[src/shared/ciopb_pkg.sv]
// Shared constants for the configurable I/O port bank
package ciopb_pkg;
    // ---------------------------------------------------------------
    // Geometry
    // ---------------------------------------------------------------
    localparam int         NUM_PORTS = 7;
    localparam logic [2:0] PORT_A    = 3'h0;
    localparam logic [2:0] PORT_B    = 3'h1;
    localparam logic [2:0] PORT_C    = 3'h2;
    localparam logic [2:0] PORT_D    = 3'h3;
    localparam logic [2:0] PORT_E    = 3'h4;
    localparam logic [2:0] PORT_F    = 3'h5;
    localparam logic [2:0] PORT_G    = 3'h6;
    localparam logic [2:0] PORT_MISC = 3'h7;
    // ---------------------------------------------------------------
    // Register select, offset = {port, select}
    // ---------------------------------------------------------------
    localparam logic [2:0] REG_INPUT    = 3'h0;
    localparam logic [2:0] REG_OUTPUT   = 3'h1;
    localparam logic [2:0] REG_DIR      = 3'h2;
    localparam logic [2:0] REG_DRIVE    = 3'h3;
    localparam logic [2:0] REG_MODE     = 3'h4;
    localparam logic [2:0] REG_CELLS    = 3'h5;
    localparam logic [2:0] REG_MASK     = 3'h6;
    localparam logic [2:0] REG_MAP_MODE = 3'h0;
    localparam int         PERIPH_EN_BIT = 7;
    // ---------------------------------------------------------------
    // Reset values and per-port features (bit p = port p)
    // ---------------------------------------------------------------
    localparam logic [7:0]  CFG_RESET    = 8'h00;
    localparam logic [15:0] CELL_RESET   = 16'h0000;
    localparam logic [7:0]  PORT_D_MASK  = 8'h0f;
    localparam logic [6:0]  HAS_OE_TERM  = 7'h27;
    localparam logic [6:0]  HAS_DRIVE    = 7'h5b;
    localparam logic [6:0]  HAS_ADDR_OUT = 7'h70;
    localparam logic [15:0] CELL_LANE_A  = 16'h00ff;
    localparam logic [15:0] CELL_LANE_B  = 16'hff00;
endpackage : ciopb_pkg

[src/shared/ciopb_port_if.sv]
// Register carrier between the bank decoder and one port
`timescale 1ns/1ps
`default_nettype none
interface ciopb_port_if;
    logic       wr;
    logic [2:0] sel;
    logic [7:0] wdata;
    logic [7:0] dir;
    logic [7:0] drive;
    logic [7:0] mode;
    logic [7:0] dout;
    logic [7:0] din;
    modport bank (output wr, sel, wdata, input dir, drive, mode, dout, din);
    modport port (input wr, sel, wdata, output dir, drive, mode, dout, din);
endinterface : ciopb_port_if
`default_nettype wire

[src/hdl/ciopb_port.sv]
// One port: configuration registers, input sampling, pin drivers
`timescale 1ns/1ps
`default_nettype none
module ciopb_port
    import ciopb_pkg::*;
#(
    parameter logic [7:0] IMPL_MASK = 8'hff,
    parameter bit         HAS_OE    = 1'b0,
    parameter bit         HAS_OD    = 1'b0,
    parameter bit         HAS_ADDR  = 1'b0
) (
    input  wire logic       clk_sys,
    input  wire logic       rst,
    ciopb_port_if.port      cfg,
    input  wire logic [7:0] pin_in,
    input  wire logic [7:0] oe_term,
    input  wire logic [7:0] addr_bits,
    input  wire logic [7:0] release_en,
    input  wire logic [7:0] force_en,
    input  wire logic [7:0] force_val,
    output logic      [7:0] pin_out,
    output logic      [7:0] pin_oe
);
    logic [7:0] sync_a;
    logic [7:0] io_en;
    logic [7:0] addr_sel;
    logic [7:0] drv_en;
    logic [7:0] drv_val;
    logic [7:0] od;

    if (IMPL_MASK == 8'h00) begin : g_bad
        $error("ciopb_port: a port needs at least one pin");
    end

    // ---------------------------------------------------------------
    // Configuration registers
    // ---------------------------------------------------------------
    // Missing registers stay zero so they read back as zero
    always_ff @(posedge clk_sys) begin
        if (rst) begin
            cfg.dir   <= CFG_RESET;
            cfg.drive <= CFG_RESET;
            cfg.mode  <= CFG_RESET;
            cfg.dout  <= CFG_RESET;
        end else if (cfg.wr) begin
            case (cfg.sel)
                REG_DIR:    cfg.dir   <= cfg.wdata & IMPL_MASK;
                REG_DRIVE:  cfg.drive <= HAS_OD ? (cfg.wdata & IMPL_MASK) : CFG_RESET;
                REG_MODE:   cfg.mode  <= HAS_ADDR ? cfg.wdata : CFG_RESET;
                REG_OUTPUT: cfg.dout  <= cfg.wdata & IMPL_MASK;
                default: ;
            endcase
        end
    end

    // Pins are asynchronous, so two stages before anyone reads them
    always_ff @(posedge clk_sys) begin
        if (rst) begin
            sync_a  <= CFG_RESET;
            cfg.din <= CFG_RESET;
        end else begin
            sync_a  <= pin_in;
            cfg.din <= sync_a & IMPL_MASK;
        end
    end

    // ---------------------------------------------------------------
    // Pin drive
    // ---------------------------------------------------------------
    // Overrides from the bank win over the port's own function
    always_comb begin
        io_en    = cfg.dir | (HAS_OE ? oe_term : 8'h00);
        addr_sel = HAS_ADDR ? cfg.mode : 8'h00;
        drv_val  = (addr_sel & addr_bits) | (~addr_sel & cfg.dout);
        drv_en   = (addr_sel & (cfg.dir | oe_term)) | (~addr_sel & io_en);
        drv_en   = drv_en & ~release_en;
        drv_val  = (force_en & force_val) | (~force_en & drv_val);
        drv_en   = (drv_en | force_en) & IMPL_MASK;
        od       = HAS_OD ? cfg.drive : 8'h00;
    end

    // Open drain only ever pulls low; a high is left to the pull-up
    always_ff @(posedge clk_sys) begin
        if (rst) begin
            pin_out <= CFG_RESET;
            pin_oe  <= CFG_RESET;
        end else begin
            pin_out <= drv_val & ~od & IMPL_MASK;
            pin_oe  <= drv_en & ~(od & drv_val);
        end
    end
endmodule : ciopb_port
`default_nettype wire

[src/hdl/ciopb_bank.sv]
// Configurable I/O port bank: register decode, overrides, macrocells
//
// Summary of operation
// - Port F buffer enabled by mode bit 7
// - Buffer spans all eight port F pins
// - Buffer released unless a select is active
// - Test port shares port E pins
// - Strap pattern on F,G during idle reset
// - Strap stops when reset releases
// - Data port mode takes over F and G
// - Bit n steers pin n; reset zero
// - Registers reached by ordinary host cycles
// - Mode bit: zero host I/O, one address
// - Address out needs enable or direction
// - Direction one output, zero input
// - A,B,C,F: direction OR logic enable
// - Port D keeps only four direction bits
// - Drive bit one gives open drain
// - Input register returns pin levels
// - Output data stored, driven, read back
// - Cell location reads and loads cells
// - Mask bit one blocks cell loading
`timescale 1ns/1ps
`default_nettype none
module ciopb_bank
    import ciopb_pkg::*;
#(
    parameter logic [15:0] STRAP_PATTERN = 16'h0000,
    parameter logic [7:0]  JTAG_PINS     = 8'h0f
) (
    input  wire logic             clk_sys,
    input  wire logic             rst,
    input  wire logic             host_sel,
    input  wire logic [5:0]       host_addr,
    input  wire logic             host_rd,
    input  wire logic             host_wr,
    input  wire logic [7:0]       host_wdata,
    output logic      [7:0]       host_rdata,
    output logic                  host_rvalid,
    input  wire logic             periph_select_first,
    input  wire logic             periph_select_second,
    input  wire logic             data_port_mode,
    input  wire logic             dp_read,
    input  wire logic [15:0]      dp_rdata,
    input  wire logic             jtag_enable,
    input  wire logic             strap_enable,
    input  wire logic             host_reset_in,
    input  wire logic [15:0]      latched_addr,
    input  wire logic             cell_clock_en,
    input  wire logic [15:0]      cell_next,
    output logic      [15:0]      cell_state,
    input  wire logic [6:0][7:0]  pin_in,
    input  wire logic [6:0][7:0]  oe_term,
    output logic      [6:0][7:0]  pin_out,
    output logic      [6:0][7:0]  pin_oe
);
    logic [2:0]      reg_port;
    logic [2:0]      reg_sel;
    logic            reg_wr;
    logic [7:0]      map_mode;
    logic [15:0]     cell_mask;
    logic [15:0]     cell_lanes;
    logic [15:0]     cell_load;
    logic [15:0]     next_cells;
    logic            rst_sync_a;
    logic            reset_sync;
    logic            periph_buffer_enable_bit;
    logic            psel;
    logic            pbuf_wr;
    logic            pbuf_rd;
    logic            strap_drive;
    logic            dp_drive;
    logic [7:0]      next_rdata;
    logic [6:0][7:0] force_en;
    logic [6:0][7:0] force_val;
    logic [6:0][7:0] release_en;
    logic [6:0][7:0] rd_din;
    logic [6:0][7:0] rd_dout;
    logic [6:0][7:0] rd_dir;
    logic [6:0][7:0] rd_drive;
    logic [6:0][7:0] rd_mode;
    logic [6:0][7:0] addr_map;

    if (JTAG_PINS == 8'h00) begin : g_bad
        $error("ciopb_bank: test port must claim at least one pin");
    end

    // ---------------------------------------------------------------
    // Host register decode
    // ---------------------------------------------------------------
    // Offset is {port, select}; port index 7 holds the mode register
    assign reg_port = host_addr[5:3];
    assign reg_sel  = host_addr[2:0];
    assign reg_wr   = host_sel && host_wr;

    // Memory map mode register
    always_ff @(posedge clk_sys) begin
        if (rst) begin
            map_mode <= CFG_RESET;
        end else if (reg_wr && reg_port == PORT_MISC && reg_sel == REG_MAP_MODE) begin
            map_mode <= host_wdata;
        end
    end

    // ---------------------------------------------------------------
    // Output macrocells on ports A and B
    // ---------------------------------------------------------------
    // Host load wins over the logic's own clocking in the same cycle
    always_comb begin
        cell_lanes = 16'h0000;
        if (reg_wr && reg_sel == REG_CELLS) begin
            if (reg_port == PORT_A) begin
                cell_lanes = CELL_LANE_A;
            end else if (reg_port == PORT_B) begin
                cell_lanes = CELL_LANE_B;
            end
        end
        cell_load  = cell_lanes & ~cell_mask;
        next_cells = cell_clock_en ? cell_next : cell_state;
        next_cells = (cell_load & {2{host_wdata}}) | (~cell_load & next_cells);
    end

    // Cells and their masks
    always_ff @(posedge clk_sys) begin
        if (rst) begin
            cell_state <= CELL_RESET;
            cell_mask  <= CELL_RESET;
        end else begin
            cell_state <= next_cells;
            if (reg_wr && reg_sel == REG_MASK && reg_port == PORT_A) begin
                cell_mask[7:0] <= host_wdata;
            end
            if (reg_wr && reg_sel == REG_MASK && reg_port == PORT_B) begin
                cell_mask[15:8] <= host_wdata;
            end
        end
    end

    // ---------------------------------------------------------------
    // Reset strap and peripheral buffer
    // ---------------------------------------------------------------
    // Host reset is a pin, so it is synchronised before use
    always_ff @(posedge clk_sys) begin
        if (rst) begin
            rst_sync_a <= 1'b0;
            reset_sync <= 1'b0;
        end else begin
            rst_sync_a <= host_reset_in;
            reset_sync <= rst_sync_a;
        end
    end

    // The host latches the strap at its reset release, so the pattern
    // must still stand then; the two-stage lag keeps it a little longer
    assign strap_drive = strap_enable && reset_sync && !(host_rd || host_wr);
    assign dp_drive    = data_port_mode && dp_read && !strap_drive;
    assign periph_buffer_enable_bit         = map_mode[PERIPH_EN_BIT];
    assign psel        = periph_select_first || periph_select_second;
    assign pbuf_wr     = periph_buffer_enable_bit && psel && host_wr && !host_sel;
    assign pbuf_rd     = periph_buffer_enable_bit && psel && host_rd && !host_sel;

    // Pin overrides: forces beat releases; strap over data port over buffer write
    always_comb begin
        force_en   = '0;
        force_val  = '0;
        release_en = '0;
        if (jtag_enable) begin
            release_en[PORT_E] = JTAG_PINS;
        end
        if (data_port_mode || periph_buffer_enable_bit) begin
            release_en[PORT_F] = 8'hff;
        end
        if (data_port_mode) begin
            release_en[PORT_G] = 8'hff;
        end
        if (strap_drive) begin
            force_en[PORT_F]  = 8'hff;
            force_en[PORT_G]  = 8'hff;
            force_val[PORT_F] = STRAP_PATTERN[7:0];
            force_val[PORT_G] = STRAP_PATTERN[15:8];
        end else if (dp_drive) begin
            force_en[PORT_F]  = 8'hff;
            force_en[PORT_G]  = 8'hff;
            force_val[PORT_F] = dp_rdata[7:0];
            force_val[PORT_G] = dp_rdata[15:8];
        end else if (pbuf_wr) begin
            force_en[PORT_F]  = 8'hff;
            force_val[PORT_F] = host_wdata;
        end
    end

    // ---------------------------------------------------------------
    // Ports
    // ---------------------------------------------------------------
    // Address lines per port: E and F low byte, G high byte
    always_comb begin
        addr_map         = '0;
        addr_map[PORT_E] = latched_addr[7:0];
        addr_map[PORT_F] = latched_addr[7:0];
        addr_map[PORT_G] = latched_addr[15:8];
    end

    for (genvar p = 0; p < NUM_PORTS; p++) begin : g_port
        ciopb_port_if pif ();

        assign pif.wr    = reg_wr && (reg_port == 3'(p));
        assign pif.sel   = reg_sel;
        assign pif.wdata = host_wdata;
        assign rd_din[p]   = pif.din;
        assign rd_dout[p]  = pif.dout;
        assign rd_dir[p]   = pif.dir;
        assign rd_drive[p] = pif.drive;
        assign rd_mode[p]  = pif.mode;

        ciopb_port #(
            .IMPL_MASK (p == int'(PORT_D) ? PORT_D_MASK : 8'hff),
            .HAS_OE    (HAS_OE_TERM[p]),
            .HAS_OD    (HAS_DRIVE[p]),
            .HAS_ADDR  (HAS_ADDR_OUT[p])
        ) u_port (
            .clk_sys    (clk_sys),
            .rst        (rst),
            .cfg        (pif.port),
            .pin_in     (pin_in[p]),
            .oe_term    (oe_term[p]),
            .addr_bits  (addr_map[p]),
            .release_en (release_en[p]),
            .force_en   (force_en[p]),
            .force_val  (force_val[p]),
            .pin_out    (pin_out[p]),
            .pin_oe     (pin_oe[p])
        );
    end

    // ---------------------------------------------------------------
    // Read path
    // ---------------------------------------------------------------
    // Unmapped selects read as zero
    always_comb begin
        next_rdata = 8'h00;
        if (pbuf_rd) begin
            next_rdata = rd_din[PORT_F];
        end else if (reg_port == PORT_MISC) begin
            next_rdata = (reg_sel == REG_MAP_MODE) ? map_mode : 8'h00;
        end else begin
            case (reg_sel)
                REG_INPUT:  next_rdata = rd_din[reg_port];
                REG_OUTPUT: next_rdata = rd_dout[reg_port];
                REG_DIR:    next_rdata = rd_dir[reg_port];
                REG_DRIVE:  next_rdata = rd_drive[reg_port];
                REG_MODE:   next_rdata = rd_mode[reg_port];
                REG_CELLS: begin
                    if (reg_port == PORT_A) begin
                        next_rdata = cell_state[7:0];
                    end else if (reg_port == PORT_B) begin
                        next_rdata = cell_state[15:8];
                    end
                end
                REG_MASK: begin
                    if (reg_port == PORT_A) begin
                        next_rdata = cell_mask[7:0];
                    end else if (reg_port == PORT_B) begin
                        next_rdata = cell_mask[15:8];
                    end
                end
                default: next_rdata = 8'h00;
            endcase
        end
    end

    // Answer one edge after the strobe
    always_ff @(posedge clk_sys) begin
        if (rst) begin
            host_rdata  <= 8'h00;
            host_rvalid <= 1'b0;
        end else begin
            host_rdata  <= next_rdata;
            host_rvalid <= (host_sel && host_rd) || pbuf_rd;
        end
    end
endmodule : ciopb_bank
`default_nettype wire

[config.mk]
export PLATFORM = sky130hd
export DESIGN_NAME = ciopb_bank
export DESIGN_NICKNAME = d
export VERILOG_FILES = /design/src/shared/ciopb_pkg.sv /design/src/shared/ciopb_port_if.sv /design/src/hdl/ciopb_port.sv /design/src/hdl/ciopb_bank.sv
export SDC_FILE = /design/constraint.sdc
export NUM_CORES = 1
export LEC_CHECK = 0
export ABC_AREA = 1
export BUFFER_PORTS_ARGS = -buffer_cell sky130_fd_sc_hd__buf_2
export CORE_UTILIZATION = 62
export DETAILED_ROUTE_END_ITERATION = 10
export GPL_TIMING_DRIVEN = 0
export MAX_ROUTING_LAYER = met4
export PLACE_DENSITY = 0.92
export SYNTH_ARGS = -nofsm -noshare
export SYNTH_HDL_FRONTEND = slang
export SYNTH_HIERARCHICAL = 1
export SYNTH_SLANG_ARGS = --single-unit
export TNS_END_PERCENT = 100
[constraint.sdc]
create_clock -name clk_sys -period 6.75 [get_ports clk_sys]
set_input_delay 2.025 -clock clk_sys [delete_from_list [all_inputs] [get_ports clk_sys]]
set_output_delay 2.025 -clock clk_sys [all_outputs]
set_load 0.03 [all_outputs]
==> key figures <==
Global routing
  • Remaining global-route overflow: 0
  • Pin count of the biggest net entering global routing: 33
  • Number of global-route vias before repair: 20,560
  • Tot GR Track Use: 0.4284
  • Initial antenna violation count: 1
  • First-pass GRT wire length: 109.2 mm

Worst setup path
  • Critical setup path kind: primary input to flop
  • R2R depth: 8
  • CP arrival: approximately 5 ns
  • Crit end category: flop
  • Worst EP required: ~7.2 ns
  • Worst Path Max Fanout: 30
  • CP Launch Type: primary input

Clock tree
  • CTS root buffer: clkbuf_16
  • Cts bufs inserted: 43
  • Clock-pin slew on the worst setup and hold paths: 0.06 ns
  • CTS H-tree lvls: 2
  • Number of gates resized after CTS: 0
  • CTS tree: built
  • Clock Tree Buf Depth: 3
  • Worst-Skew Late Latency: 0.58 ns
  • CTS Hold Bufs: 0
  • Clock Sinks: 423
  • Post-CTS Setup Bufs: 0

Routing
  • Initial DRT Pass Iterations: 6
  • Vias per cell: 5.181
  • DRC: 0
  • DRT Wirelength: 71.39 mm
  • Vias: ~22,000
  • DRT antenna net count: 0
  • WL/cell: around 17 um
  • Drt first-iter violations: ~2,700

Placed design
  • Dpl ws: 2.049 ns
  • Post-DP Area: 23,710 um2
  • PortBufs: 301
  • Post-Place Cells: 4,240
  • Dpl hpwl: 51.47 mm
  • Gpl congestion: approximately 1.0

Power
  • Pwr per Cell Area: approximately 230 nW/um2
  • Peak VDD IR: 0.2391 mV
  • Switching Fraction: 0.2656
  • P_sw: ~1.6 mW
  • Part of the power in registers: 0.445
  • Gate power share: 0.124
  • Leak Pwr: around 13 nW
  • Int Pwr: approximately 4.3 mW
  • Tot Pwr: 5.855 mW
  • Clock share of power: 0.431

STA
  • Max Slew Vio Count: 0
  • Final setup vio count: 0
  • Setup ws final: 2.341 ns
  • Max_slew headroom: 0.2892
  • Final Hold Vio Count: 0
  • Hold WS: 0.3986 ns
  • Clock period minus worst slack: 4.409 ns
  • RSZ-0062 raised after global routing: false
  • Tcrit/Tclk final: 0.6532
  • Worst Tran Pin Value: 1.066 ns
  • Worst Skew: 0.02086 ns
  • Setup_tns: 0 ns
  • Max Fclk: 226.8 MHz

Cells and area
  • Synth-to-Final Area Change: 21.00%
  • Fin nets: around 4,000
  • Seq. cell area: 8468 um2
  • Multi-input combinational cell area: 10,390 um2
  • Share of layout cells above drive strength 1: 0.1589
  • Fin area: 25,210 um2
  • Fin cells: 4,319
  • Final core utilization: 0.7689
  • Fillcell total: 2,518

Worst hold path
  • Worst hold path class: flop to flop
  • Hold path depth: 2

Die
  • Die area: 34,340 um2
  • Starting Density: 0.6354
  • Die H: 185.3 um
  • Core Region: about 33,000 um2
  • Die width: around 190 um
  • Ports: 324
  • # rows: 66

Synthesis
  • Synthesized area: roughly 21,000 um2
  • Count of cell types in the netlist: 35
  • #FFs+latches synth: about 420
  • Avg Inst Size Synth: 6.353 um2
  • Yosys warns: 6
  • Sequential area share after synthesis: 0.4065
  • Synthesized instance count: 3,279

Outcome
  • Status: finished clean

Flow run
  • Max-cap violations: 0
-- power groups by stage --
stage          Sequential [mW]  Clock, mW  Combinational (mW)
6_report                  2.60       2.52               0.726
2_1_floorplan             2.74          0               0.362
3_3_place_gp              2.66          0               0.682
5_1_grt                   2.61       2.64               0.785
3_5_place_dp              2.66          0               0.691
4_1_cts                   2.60       2.52               0.700
-- final cells by class --
class	count	area share
antenna	1	0.00009927
buffer	188	0.04606
clock buffer	60	0.04844
clock inverter	18	0.01087
inverter	434	0.06467
multi-input combinational	2452	0.4122
sequential	423	0.3359
tap	442	0.02194
timing repair buffer	301	0.05976
-- registers in the layout (all words and copies together) (netlist names), 8 cells and up, named ones only --
register / cells
g_port.u_port/cfg.din: 52
g_port.u_port/sync_a: 52
g_port.u_port/pin_out: 52
host_rdata: 8
map_mode: 8
g_port.u_port/pin_oe: 52
g_port.u_port/cfg.drive: 36
cell_mask: 16
g_port.u_port/cfg.dout: 52
g_port.u_port/cfg.dir: 52
g_port.u_port/cfg.mode: 24
-- per-layer routing --
layer / share of wire / wire, um / global-route usage
met1: 0.37 / 26550 / 0.4967
met2: 0.44 / 31250 / 0.6598
met3: 0.11 / 7620 / 0.08533
met4: 0.084 / 5973 / 0.3124
met5: 0 / 0 / -
-- cells in the mapped netlist --
| master | instances | area, um2 |
|---|---|---|
| nand2_1 | 889 | 3337 |
| nor3_2 | 3 | 30.03 |
| nand3_1 | 285 | 1426 |
| buf_4 | 84 | 630.6 |
| a21oi_1 | 55 | 275.3 |
| dfxtp_1 | 423 | 8468 |
| nor2_8 | 1 | 20.02 |
| a311oi_1 | 5 | 43.79 |
| nand4_1 | 23 | 143.9 |
| buf_2 | 58 | 290.3 |
| nand2_4 | 3 | 33.78 |
| o21ai_1 | 5 | 25.02 |
| nor3_1 | 21 | 105.1 |
| nand3_4 | 2 | 35.03 |
| nor2_1 | 727 | 2729 |
| inv_2 | 18 | 67.56 |
| buf_1 | 4 | 15.01 |
| o21bai_1 | 16 | 120.1 |
| nor2_2 | 18 | 112.6 |
| mux2i_1 | 4 | 40.04 |
| clkinv_2 | 1 | 5.000 |
| clkinv_1 | 2 | 7.510 |
| inv_1 | 413 | 1550 |
| nor2_4 | 18 | 202.7 |
| or2_2 | 18 | 112.6 |
| a31oi_1 | 6 | 37.54 |
| conb_1 | 6 | 22.52 |
| o21ai_0 | 109 | 545.5 |
| nor3_4 | 3 | 48.80 |
| nand2_2 | 7 | 43.79 |
| a211oi_1 | 4 | 30.03 |
| or2_1 | 2 | 12.51 |
| buf_6 | 9 | 101.4 |
| nand3_2 | 4 | 40.04 |
| clkbuf_1 | 33 | 123.9 |
-- cells by family (layout without fill, tap and decap cells) --
group,Yosys count,count (layout),share of synthesized area
mux,4,4,0.001922
compound gates,200,200,0.05171
other cells,6,225,0.001081
buf+inv,622,1001,0.1340
flops,423,423,0.4065
simple gates,2024,2024,0.4048
-- placed cells by master (no fill, tap or decap), types with 9 or more instances in the layout --
cell type / netlist / final
conb_1: 6 / 224
buf_4: 84 / 84
buf_6: 9 / 9
o21ai_0: 109 / 109
a21oi_1: 55 / 55
dfxtp_1: 423 / 423
nor2_4: 18 / 18
nor2_1: 727 / 727
nand4_1: 23 / 23
nand2_1: 889 / 889
nor3_1: 21 / 21
clkbuf_1: 33 / 43
clkbuf_16: 0 / 44
or2_2: 18 / 18
o21bai_1: 16 / 16
inv_2: 18 / 18
nor2_2: 18 / 18
inv_1: 413 / 413
buf_2: 58 / 359
nand3_1: 285 / 285
-- worst max-delay path, cell delays in order --
cell      delay (ns)
buf_2           0.79
inv_1           0.29
nor3_2          0.70
nand2_1         0.34
clkbuf_1        0.32
o21ai_0         0.29
nor2_1          0.08
-- final timing paths --
| kind | startpoint | end | slack [ns] |
|---|---|---|---|
| worst max-delay path | host_addr[1] | cell_mask[13]$_SDFFE_PP0P_ | 2.34 |
| worst min-delay path | g_port[4].u_port/sync_a[1]$_SDFF_PP0_ | g_port[4].u_port/cfg.din[1]$_SDFF_PP0_ | 0.40 |
| worst max register to register | map_mode[7]$_SDFFE_PP0P_ | g_port[5].u_port/pin_out[0]$_SDFF_PP0_ | 4.12 |
| worst min register to register | g_port[4].u_port/sync_a[1]$_SDFF_PP0_ | g_port[4].u_port/cfg.din[1]$_SDFF_PP0_ | 0.40 |
Note: power is estimated with default switching activity, not from simulation.
